**src/design/acdpc_pkg.sv**
```systemverilog
package acdpc_pkg;

	// register map of the divider/sync control
	localparam int              ADDR_W          = 13;
	localparam logic [12:0]     DIV_SYNC_ADDR   = 13'h100;
	localparam logic [7:0]      DIV_SYNC_RESET  = 8'h00;
	localparam logic [7:0]      DIV_SYNC_WMASK  = 8'h06;
	localparam int              SYNC_EVERY_BIT  = 1;
	localparam int              SYNC_ONCE_BIT   = 2;
	localparam int              SYNC_ARMED_BIT  = 3;

	// divider: field holds ratio minus one, so 0..7 means 1..8
	localparam int              DIV_W           = 3;
	localparam logic [2:0]      DIV_BY_ONE      = 3'h0;

	// stabilizer lower rate limit against the reference clock
	localparam int              CLK_FREQ_MHZ    = 125;
	localparam int              DCS_MIN_MHZ     = 20;
	localparam int              DCS_MAX_PERIOD  = CLK_FREQ_MHZ / DCS_MIN_MHZ;
	localparam int              PER_W           = 8;

	// output word
	localparam int              DATA_W          = 14;

	// wake-up scaling: standby keeps the reference up, so it recovers faster
	localparam int              WAKE_W          = 16;
	localparam int              STANDBY_SHIFT   = 3;

	typedef enum logic [1:0] {
		FMT_OFFSET,
		FMT_TWOS,
		FMT_GRAY
	} acdpc_fmt_t;

	typedef enum logic [1:0] {
		PW_ACTIVE,
		PW_STANDBY,
		PW_DOWN,
		PW_WAKE
	} acdpc_pwr_t;

endpackage

```
**src/design/acdpc_top.sv**
```systemverilog
`timescale 1ns/1ns
module acdpc_top #(
	parameter int DATA_WIDTH  = acdpc_pkg::DATA_W,
	parameter int WAKE_WIDTH  = acdpc_pkg::WAKE_W,
	parameter int DCS_PERIOD  = acdpc_pkg::DCS_MAX_PERIOD
) (
	input  wire logic                            REF_CLK,
	input  wire logic                            RST,
	input  wire logic                            SAMPLE_CLK_PIN,
	input  wire logic                            SYNC_PIN,
	input  wire logic                            POWER_DOWN_PIN,
	input  wire logic                            SERIAL_CLOCK_FORMAT_STRAP,
	input  wire logic                            SERIAL_DATA_STABILIZER_STRAP,
	input  wire logic                            SERIAL_MODE,
	input  wire logic                            REG_WR,
	input  wire logic [acdpc_pkg::ADDR_W-1:0]    REG_ADDR,
	input  wire logic [7:0]                      REG_WDATA,
	output logic      [7:0]                      REG_RDATA,
	input  wire logic                            CFG_POWER_DOWN,
	input  wire logic                            CFG_STANDBY,
	input  wire acdpc_pkg::acdpc_fmt_t           CFG_FORMAT,
	input  wire logic                            CFG_DCS_EN,
	input  wire logic [acdpc_pkg::DIV_W-1:0]     CFG_DIV_RATIO,
	input  wire logic [DATA_WIDTH-1:0]           CORE_DATA,
	output logic      [DATA_WIDTH-1:0]           DATA_OUT,
	output logic                                 DATA_OE_N,
	output logic                                 INT_CLK,
	output logic                                 DCS_ACTIVE,
	output logic                                 DCS_LOCKED,
	output logic                                 REF_ON,
	output logic                                 BIAS_ON,
	output logic                                 CLK_RUN,
	output logic                                 WAKE_BUSY
);
	import acdpc_pkg::*;

	typedef struct packed {
		logic [2:0]            clk_sync;
		logic [2:0]            sync_sync;
		logic [1:0]            pd_sync;
		logic [1:0]            fmt_sync;
		logic [1:0]            dcs_sync;
		logic [7:0]            ctrl;
		logic                  armed;
		logic [DIV_W-1:0]      div_cnt;
		logic                  div_clk;
		acdpc_pwr_t            pwr;
		logic [WAKE_WIDTH-1:0] down_time;
		logic [WAKE_WIDTH-1:0] wake_cnt;
		logic [7:0]            rdata;
		logic [DATA_WIDTH-1:0] dout;
		logic                  oe_n;
		logic                  int_clk;
		logic                  dcs_act;
		logic                  dcs_lock;
		logic                  ref_on;
		logic                  bias_on;
		logic                  clk_run;
		logic                  wake_busy;
	} acdpc_state_t;

	acdpc_state_t s_reg;
	acdpc_state_t s_next;

	localparam logic [DIV_W-1:0]      DIV_ONE  = 3'h1;
	localparam logic [WAKE_WIDTH-1:0] WAKE_ONE = WAKE_WIDTH'(1);
	localparam logic [WAKE_WIDTH-1:0] WAKE_MAX = '1;

	// reset image: everything off except power domains and drivers
	function automatic acdpc_state_t reset_image();
		acdpc_state_t r;
		r         = '0;
		r.ctrl    = DIV_SYNC_RESET;
		r.pwr     = PW_ACTIVE;
		r.oe_n    = 1'b0;
		r.ref_on  = 1'b1;
		r.bias_on = 1'b1;
		r.clk_run = 1'b1;
		return r;
	endfunction

	localparam acdpc_state_t RESET_STATE = reset_image();

	logic                  raw_rise;
	logic                  sync_edge;
	logic                  sync_take;
	logic                  pd_req;
	logic                  dcs_want;
	logic                  dcs_on;
	logic                  dcs_clk;
	logic                  dcs_lock;
	logic                  reg_hit;
	logic                  wr_hit;
	logic                  sb_req;
	acdpc_fmt_t            fmt;
	logic [DATA_WIDTH-1:0] word;
	logic [DATA_WIDTH-1:0] gray_word;

	acdpc_dcs #(
		.MAX_PERIOD (DCS_PERIOD)
	) u_dcs (
		.clk     (REF_CLK),
		.rst     (RST),
		.clk_in  (s_reg.div_clk),
		.enable  (dcs_on),
		.clk_out (dcs_clk),
		.locked  (dcs_lock)
	);

	// each gray bit below the top is a bit against its upper neighbour; the top bit passes through
	for (genvar b = 0; b < DATA_WIDTH - 1; b++) begin : g_gray
		assign gray_word[b] = CORE_DATA[b] ^ CORE_DATA[b+1];
	end
	assign gray_word[DATA_WIDTH-1] = CORE_DATA[DATA_WIDTH-1];

	always_comb begin
		s_next = s_reg;

		// pins pass two flops before use; stage 0 feeds stage 1 only
		s_next.clk_sync  = {s_reg.clk_sync[1:0], SAMPLE_CLK_PIN};
		s_next.sync_sync = {s_reg.sync_sync[1:0], SYNC_PIN};
		s_next.pd_sync   = {s_reg.pd_sync[0], POWER_DOWN_PIN};
		s_next.fmt_sync  = {s_reg.fmt_sync[0], SERIAL_CLOCK_FORMAT_STRAP};
		s_next.dcs_sync  = {s_reg.dcs_sync[0],
			SERIAL_DATA_STABILIZER_STRAP};

		raw_rise  = s_reg.clk_sync[1] & ~s_reg.clk_sync[2];
		sync_edge = s_reg.sync_sync[1] & ~s_reg.sync_sync[2];

		// sync mode: every pulse, or only the first after a write
		sync_take = sync_edge && s_reg.ctrl[SYNC_EVERY_BIT]
			&& (!s_reg.ctrl[SYNC_ONCE_BIT] || s_reg.armed);

		// register port
		reg_hit = REG_ADDR == DIV_SYNC_ADDR;
		wr_hit  = REG_WR && reg_hit;
		if (sync_take && s_reg.ctrl[SYNC_ONCE_BIT]) begin
			s_next.armed = 1'b0;
		end
		if (wr_hit) begin
			s_next.ctrl = REG_WDATA & DIV_SYNC_WMASK;
			// a write re-arms even if a pulse is taken this same cycle
			s_next.armed = 1'b1;
		end
		// read data is registered, so it trails the address by a cycle
		s_next.rdata = 8'h00;
		if (reg_hit) begin
			s_next.rdata = s_reg.ctrl;
			s_next.rdata[SYNC_ARMED_BIT] = s_reg.armed;
		end

		// power control: serial bit or pin, pin low releases
		pd_req = CFG_POWER_DOWN | s_reg.pd_sync[1];
		// standby only exists on the serial port
		sb_req = SERIAL_MODE && CFG_STANDBY;
		case (s_reg.pwr)
			PW_ACTIVE: begin
				if (pd_req) begin
					s_next.pwr = PW_DOWN;
					s_next.down_time = '0;
				end else if (sb_req) begin
					s_next.pwr = PW_STANDBY;
					s_next.down_time = '0;
				end
			end
			PW_STANDBY: begin
				if (s_reg.down_time != WAKE_MAX) begin
					s_next.down_time = s_reg.down_time + WAKE_ONE;
				end
				if (pd_req) begin
					s_next.pwr = PW_DOWN;
				end else if (!sb_req) begin
					// reference stayed up, so only a fraction is needed
					s_next.pwr = PW_WAKE;
					s_next.wake_cnt = s_reg.down_time
						>> STANDBY_SHIFT;
				end
			end
			PW_DOWN: begin
				if (s_reg.down_time != WAKE_MAX) begin
					s_next.down_time = s_reg.down_time + WAKE_ONE;
				end
				if (!pd_req) begin
					// recovery tracks the time spent down
					s_next.pwr = PW_WAKE;
					s_next.wake_cnt = s_reg.down_time;
				end
			end
			PW_WAKE: begin
				if (pd_req) begin
					// charge regained so far is kept for the next exit
					s_next.pwr = PW_DOWN;
					s_next.down_time = s_reg.wake_cnt;
				end else if (s_reg.wake_cnt == '0) begin
					s_next.pwr = PW_ACTIVE;
				end else begin
					s_next.wake_cnt = s_reg.wake_cnt - WAKE_ONE;
				end
			end
			default: begin
				s_next.pwr = PW_DOWN;
			end
		endcase

		// reference stays up in standby; bias and clock stop, drivers and data stay on
		case (s_next.pwr)
			PW_ACTIVE: begin
				s_next.ref_on    = 1'b1;
				s_next.bias_on   = 1'b1;
				s_next.clk_run   = 1'b1;
				s_next.wake_busy = 1'b0;
			end
			PW_WAKE: begin
				s_next.ref_on    = 1'b1;
				s_next.bias_on   = 1'b1;
				s_next.clk_run   = 1'b0;
				s_next.wake_busy = 1'b1;
			end
			PW_STANDBY: begin
				s_next.ref_on    = 1'b1;
				s_next.bias_on   = 1'b0;
				s_next.clk_run   = 1'b0;
				s_next.wake_busy = 1'b0;
			end
			default: begin
				// full power-down: reference, buffer, bias and clock off
				s_next.ref_on    = 1'b0;
				s_next.bias_on   = 1'b0;
				s_next.clk_run   = 1'b0;
				s_next.wake_busy = 1'b0;
			end
		endcase

		// integer divider on the raw sample clock
		// a ratio lowered mid-count wraps at once instead of running on
		if (s_reg.pwr != PW_ACTIVE) begin
			s_next.div_cnt = '0;
			s_next.div_clk = 1'b0;
		end else begin
			if (sync_take) begin
				s_next.div_cnt = '0;
			end else if (raw_rise) begin
				s_next.div_cnt = (s_reg.div_cnt >= CFG_DIV_RATIO)
					? '0 : s_reg.div_cnt + DIV_ONE;
			end
			// output follows the raw high phase of the first input period
			s_next.div_clk = s_reg.clk_sync[1]
				&& (raw_rise ? s_next.div_cnt == '0
					: s_reg.div_cnt == '0);
		end

		// stabilizer enable: strap or serial, forced by division
		if (SERIAL_MODE) begin
			dcs_want = CFG_DCS_EN;
		end else begin
			dcs_want = s_reg.dcs_sync[1];
		end
		// division always needs the stabilizer, whatever the enable says
		dcs_on = dcs_want || CFG_DIV_RATIO != DIV_BY_ONE;
		s_next.dcs_act  = dcs_on;
		s_next.dcs_lock = dcs_lock;
		// unlocked loop is bypassed inside the stabilizer
		if (s_reg.pwr != PW_ACTIVE) begin
			s_next.int_clk = 1'b0;
		end else if (dcs_on) begin
			s_next.int_clk = dcs_clk;
		end else begin
			s_next.int_clk = s_reg.div_clk;
		end

		// output coding
		if (SERIAL_MODE) begin
			fmt = CFG_FORMAT;
		end else if (s_reg.fmt_sync[1]) begin
			fmt = FMT_TWOS;
		end else begin
			fmt = FMT_OFFSET;
		end
		case (fmt)
			FMT_TWOS: begin
				// mid-scale 10..0 becomes 00..0
				word = {~CORE_DATA[DATA_WIDTH-1],
					CORE_DATA[DATA_WIDTH-2:0]};
			end
			FMT_GRAY: begin
				word = gray_word;
			end
			FMT_OFFSET: begin
				word = CORE_DATA;
			end
			default: begin
				// unused code 3 falls back to offset binary
				word = CORE_DATA;
			end
		endcase
		s_next.dout = word;
		// drivers released only in full power-down, not in standby or wake-up
		s_next.oe_n = s_next.pwr == PW_DOWN;
		if (s_next.oe_n) begin
			s_next.dout = '0;
		end
	end

	always_ff @(posedge REF_CLK or posedge RST) begin
		if (RST) begin
			s_reg <= RESET_STATE;
		end else begin
			s_reg <= s_next;
		end
	end

	assign REG_RDATA  = s_reg.rdata;
	assign DATA_OUT   = s_reg.dout;
	assign DATA_OE_N  = s_reg.oe_n;
	assign INT_CLK    = s_reg.int_clk;
	assign DCS_ACTIVE = s_reg.dcs_act;
	assign DCS_LOCKED = s_reg.dcs_lock;
	assign REF_ON     = s_reg.ref_on;
	assign BIAS_ON    = s_reg.bias_on;
	assign CLK_RUN    = s_reg.clk_run;
	assign WAKE_BUSY  = s_reg.wake_busy;

endmodule

```
**src/design/acdpc_dcs.sv**
```systemverilog
`timescale 1ns/1ns
module acdpc_dcs #(
	parameter int MAX_PERIOD = acdpc_pkg::DCS_MAX_PERIOD
) (
	input  wire logic clk,
	input  wire logic rst,
	input  wire logic clk_in,
	input  wire logic enable,
	output logic      clk_out,
	output logic      locked
);
	import acdpc_pkg::*;

	typedef struct packed {
		logic             prev;
		logic [PER_W-1:0] per_cnt;
		logic [PER_W-1:0] last_per;
		logic [PER_W-1:0] hi_cnt;
		logic             locked;
		logic             out;
	} acdpc_dcs_t;

	acdpc_dcs_t s_reg;
	acdpc_dcs_t s_next;

	localparam logic [PER_W-1:0] MAX_P = PER_W'(MAX_PERIOD);
	localparam logic [PER_W-1:0] ONE   = 8'h01;

	logic             rise;
	logic [PER_W-1:0] half;

	always_comb begin
		s_next = s_reg;
		rise = clk_in & ~s_reg.prev;
		half = (s_reg.last_per >> 1) | ONE;
		s_next.prev = clk_in;
		if (s_reg.per_cnt != 8'hFF) begin
			s_next.per_cnt = s_reg.per_cnt + ONE;
		end
		if (s_reg.hi_cnt != 8'hFF) begin
			s_next.hi_cnt = s_reg.hi_cnt + ONE;
		end
		if (rise) begin
			s_next.per_cnt = ONE;
			s_next.hi_cnt = ONE;
			s_next.last_per = s_reg.per_cnt;
			// lock needs two equal periods inside the working rate
			s_next.locked = enable && s_reg.per_cnt == s_reg.last_per
				&& s_reg.per_cnt <= MAX_P;
		end else if (s_reg.per_cnt > MAX_P || !enable) begin
			s_next.locked = 1'b0;
		end
		if (s_reg.locked && enable) begin
			// rising edge kept, falling edge placed at half period
			s_next.out = rise | (s_reg.out && s_reg.hi_cnt < half);
		end else begin
			s_next.out = clk_in;
		end
	end

	always_ff @(posedge clk or posedge rst) begin
		if (rst) begin
			s_reg <= '0;
		end else begin
			s_reg <= s_next;
		end
	end

	assign clk_out = s_reg.out;
	assign locked  = s_reg.locked;

endmodule

```
**config.mk**
```make
export PLATFORM = sky130hd
export DESIGN_NAME = acdpc_top
export DESIGN_NICKNAME = d
export VERILOG_FILES = /design/src/design/acdpc_pkg.sv /design/src/design/acdpc_top.sv /design/src/design/acdpc_dcs.sv
export SDC_FILE = /design/constraint.sdc
export NUM_CORES = 1
export LEC_CHECK = 0
export ABC_CLOCK_PERIOD_IN_PS = 7500
export BUFFER_PORTS_ARGS = -buffer_cell sky130_fd_sc_hd__buf_2
export CORE_MARGIN = 2
export CORE_UTILIZATION = 30
export CTS_BUF_LIST = sky130_fd_sc_hd__clkbuf_8
export DETAILED_ROUTE_END_ITERATION = 16
export MAX_ROUTING_LAYER = met4
export PLACE_DENSITY = 0.58
export SKIP_LAST_GASP = 1
export SLEW_MARGIN = 20
export SYNTH_ARGS = -nofsm -noshare
export SYNTH_HDL_FRONTEND = slang
export SYNTH_SLANG_ARGS = --single-unit
```
**constraint.sdc**
```tcl
create_clock -name REF_CLK -period 7.5 [get_ports REF_CLK]
set_clock_uncertainty 0.05 [all_clocks]
set_input_delay 1.5 -clock REF_CLK [delete_from_list [all_inputs] [get_ports REF_CLK]]
set_output_delay 1.5 -clock REF_CLK [all_outputs]
set_load 0.005 [all_outputs]
```
======== Word-level counts from Yosys, hierarchy flattened ========
Index checks and enable logic that the tools add are counted.
operators by class
  $add $sub $neg .......................... 5
  magnitude comparators ................... 4
  eq/ne operators ......................... 18
  mux-type cells .......................... 38
  bitwise gates (word level) .............. 22
  reductions and logical operators ........ 28
operators by type and width
  operator               count
  $mux 16                6
  $pmux 18 s4            1
  $pmux 16 s3            1
  $mux 18                2
  $pmux 14 s2            1
  $mux 24                1
  $add 16x1->16 const B  1
  $add 8x1->8 const B    2
  $logic_not 16->1       1
  $mux 8                 2
  $ne 16x16->1 const B   1
  $ne 8x8->1 const B     2
  $sub 16x1->16 const B  1
  $mux 14                1
  $eq 13x9->1 const B    1
  $xor 1x1->1            13
  $mux 2                 6
  $mux 3                 4
  $pmux 4 s3             1
  $eq 2x2->1 const B     5
  $logic_and 1x1->1      10
  $mux 1                 10
  $reduce_bool 2->1      5
  $eq 8x8->1             1
  other kinds (18)       36
storage, ports and cells
  flip-flop bits (word level) ............. 110
  output and inout port bits .............. 30
  word-level logic and storage cells ...... 143

======== Longest topological paths before layout ========
  depth after elaboration ................. 10
  depth in mapped cells ................... 8
  depth with buffers taken out ............ 7

======== Hierarchy ========
From an unflattened synthesis, not the netlist that was laid out.
second synthesis, totals
  cell total of the unflattened synthesis .. 676
  area, all modules ....................... 6184.7 sq um
by module, submodules not included
  module     instances  cells an instance  area an instance (sq um)  sequential area each (sq um)
  acdpc_top  1          516                4682.0                    1955.6
  acdpc_dcs  1          160                1502.7                    675.6

======== Least setup slack after synthesis ========
No wires, ideal clock.
  path type ............................... input to register
  from .................................... input port CFG_POWER_DOWN
  to ...................................... register s_reg (netlist bit DATA_OUT[10])
  arrival time ............................ 3071 ps
  required time ........................... 7372 ps
  slack ................................... 4301 ps
  stages on the path ...................... 7
  cell sequence ........................... or2_0 -> clkbuf_1 -> clkbuf_1 -> or3_1 -> ha_1 -> clkbuf_1 -> a21oi_1
RTL lines
  element               line              RTL
  start, declared       acdpc_top.sv:19   input wire logic CFG_POWER_DOWN,
  end signal, assigned  acdpc_top.sv:308  s_reg <= s_next;
  end, declared         acdpc_top.sv:62   acdpc_state_t s_reg;

======== Worst setup path in the final report ========
  from .................................... input port CFG_POWER_DOWN
  to ...................................... register s_reg[45] in the netlist's numbering
on the way
  word-level cells in the longest chain between the ends .. 3
  elaborated cells on any way between the ends .. 6
RTL lines
  element                                                           line              RTL
  $or 1x1->1 *                                                      acdpc_top.sv:153  pd_req = CFG_POWER_DOWN | s_reg.pd_sync[1];
  $ne 2x2->1 (no line) / $mux 16 (equally long branches)            -
  $reduce_and 5->1 (no line) / $pmux 16 s3 (equally long branches)  -
Mark *: on every way between the ends. The rest lies on a longest branch, timed or not.
A chain may end at the register's enable or synchronous reset.

==> impl_metrics.json <==
{
  "status": "complete, no violations",
  "cts.hold.buffers_added": 0,
  "worst_path_dominant_cell_family": "compound AO/OA/AOI/OAI gates",
  "synth_edf_count": 0,
  "fp.dieArea_um2": 21400,
  "floorplan.die.width_um": 146,
  "fillCellCount": 2122,
  "worst_setup_path_start_kind": "input pin",
  "synth_top_cell_area_share_pct": 42.1,
  "syn_area_um2": 6070,
  "num_io_pins": 82,
  "numClockSinks": 105,
  "clkTransAtPathRegs_ns": 0.11,
  "hold_path_class": "reg2reg",
  "number_of_global_route_vias_before_repair": 4704,
  "fin_worst_hold_slack_ns": 0.307,
  "r2r_slack_ns": 4.79,
  "total_leakage_power_uw": 0.00298,
  "finalWirelength_mm": 14.5,
  "worst_ir_drop_vdd_uv": 83.5,
  "synth_ff_type": "dfrtp_1",
  "largest_register_ffs": 46,
  "ys_seq_elements": 105,
  "cts_bufs_inserted": 9,
  "hpwl_mm": 9.87,
  "worst_path_largest_cell_delay_ns": 0.87,
  "wire_per_inst_um": 14.7,
  "std_cell_rows": 52,
  "route.antenna.remaining_nets": 0,
  "vias": 4898,
  "hold_violations": 0,
  "die_height_um": 146,
  "timing.final.max_slew_violations": 0,
  "drt-pass1-iter-count": 5,
  "synth_warnings": 0,
  "crit_chain": "buf_2 > or2_0 > buf_4 > o2bb2ai_1 > a41oi_1 > nand2_1 > o31ai_1",
  "post_drt_via_cell_ratio": 4.97,
  "clk_root_buffer_cell": "clkbuf_8",
  "grt_max_degree": 57,
  "clk-insertion-delay-late_ns": 0.38,
  "grt_remaining_overflow": 0,
  "grtUsageTotal_pct": 14.3,
  "timing_worst_setup_path_type": "in2reg",
  "timing.fmax_mhz": 292,
  "synth_area_leaders": "dfrtp_1 42%, ha_1 4.7%, o21ai_0 4.4%",
  "n_antenna_cell": 0,
  "postCtsResizedCells": 0,
  "min-delay-start": "s_next[87]",
  "tightest_slew_ns": 1.04,
  "min_path_cells": 0,
  "worst_hold_path.endpoint": "s_next[88]",
  "maxCapViolCount": 0,
  "synth_area_per_cell_um2": 9.06,
  "final.period_utilization_pct": 45.6,
  "cts_h_tree_depth": 3,
  "setup-tns-final_ns": 0,
  "worst-path-max-fanout": 14,
  "synth.distinct_cells": 62,
  "syn2layout_area_growth_pct": 11.4,
  "setup_viol_count_final": 0,
  "post_synth_inst_count": 670,
  "setup.worst_path.end_class": "register",
  "global_route_wire_length_before_repair_mm": 24.2,
  "timing.final.crit_period_ns": 3.42,
  "rsz0062_at_grt": "false",
  "most_frequent_cell_after_synthesis": "dfrtp_1",
  "grt_antenna_before_repair": 0,
  "design.final.nets": 786,
  "synth_sequential_area_ratio_pct": 43.4,
  "critical_path_buf_inv_count": 2,
  "worst_ep_required_time_ns": 7.73,
  "ys_top_cells_by_count": "102 x dfrtp_1, 63 x nand2_1, 53 x nor2_1, 53 x o21ai_0, 47 x a21oi_1",
  "portBuffers": 70,
  "r2r_start": "s_reg[62]",
  "initial_utilization_pct": 30.3,
  "headroom_to_the_max_slew_limit_pct": 29.6,
  "power-per-cell-area_nw_per_um2": 240,
  "tritoncts": "yes",
  "final_layout_size_suffix_gt1_share_pct": 14.8,
  "clk_path_buf_depth": 2,
  "slowest_cell_on_crit_path": "a41oi_1",
  "worst_ep_arrival_time_ns": 3.65,
  "drc": 0,
  "worstReg2RegEnd": "DATA_OUT[0]",
  "post-cts-setup-buffer-count": 0,
  "core_area_um2": 20000,
  "worst-r2r-cell-count": 6,
  "detailedRoute.firstIterationViolations": 308,
  "synth.largest_area_cell": "dfrtp_1",
  "synth-async-reset-ratio_pct": 100,
  "routabilityCongestion": 0.820
}
per-stage QoR:
step / total power [uW] / worst slack, ns / std cells / instance area [um^2] / utilization [%]
after floorplan: 1130 / 3.19 / 674 / 6080 / -
after global placement: 1250 / 3.75 / 970 / 6560 / 32.7
after detailed placement: 1260 / 3.75 / 970 / 6560 / 32.7
after CTS: 1640 / 4.14 / 986 / 6760 / 33.7
after global routing: 1750 / 3.87 / 986 / 6760 / 33.7
final: 1620 / 4.08 / 986 / 6760 / 33.7
layer usage:
layer | global-route usage (%) | vias up | routed length [um] | part of all wire, %
met3 | 2.25 | 16 | 626 | 4.3
met1 | 20.0 | 2322 | 7140 | 49
li1 | - | 2449 | - | -
met5 | - | - | 0 | 0
met4 | 5.05 | 0 | 230 | 1.6
met2 | 21.2 | 111 | 6480 | 45
layout by cell type, fill, tap and decap left out, types with 8 or more instances in the layout:
cell type,Yosys,routed
a221o_1,8,8
nand4_1,14,14
nor3b_1,23,23
o21ai_1,8,8
buf_4,22,8
nor2b_1,16,16
nand3_1,14,14
nor3_1,11,11
o21ai_0,53,53
buf_2,0,70
inv_1,31,31
ha_1,23,23
mux2i_1,19,19
clkbuf_8,0,10
xor2_1,10,10
dfrtp_1,102,102
nand2b_1,8,8
a21oi_1,47,47
nand2_1,63,63
nor2_1,53,53
cells by family (layout without fill, tap and decap cells):
logic type | count (synthesis) | in the layout | share of synthesized area (%)
and+or+nand+nor | 241 | 241 | 20.9
muxes | 23 | 23 | 3.88
buffers and inverters | 83 | 125 | 6.49
adders and majority gates | 23 | 23 | 4.74
DFF | 105 | 105 | 43.4
other | 1 | 5 | 0.0618
xor gates and xnor gates | 17 | 17 | 2.45
AOI/OAI and AO/OA | 177 | 177 | 18.1
worst register-to-register path, stage by stage, from the launching register on:
cell and delay [ns]:
dfrtp_1 0.34, buf_4 0.32, and2_1 0.72, and4_1 0.31
or3_1 0.22, ha_1 0.50, a21oi_1 0.10
power breakdown:
part	leakage, uW	internal (uW)	switching (uW)
combinational	0.00157	196	224
clock	0.000101	165	206
sequential	0.00132	664	166
area by class of cell:
class	instances	area (um^2)	area share, %
multi-input cells	486	3060	45.2
inverters	31	119	1.76
flip-flops and latches	105	2630	38.9
clock buffers	10	138	2.04
well taps	270	338	5.00
repair buffers	78	410	6.07
clock inverters	6	66.3	0.981
how the worst max path moves through the flow:
stage	cells past startpoint	slack [ns]	end	start
floorplan	1	3.19	DATA_OE_N	RST
global placement	7	3.75	s_reg[45]	CFG_POWER_DOWN
detailed placement	7	3.75	s_reg[45]	CFG_POWER_DOWN
CTS	7	4.14	s_reg[45]	CFG_POWER_DOWN
global route	7	3.87	s_reg[45]	CFG_POWER_DOWN
finish	7	4.08	s_reg[45]	CFG_POWER_DOWN
(Power assumes the default switching activity.)
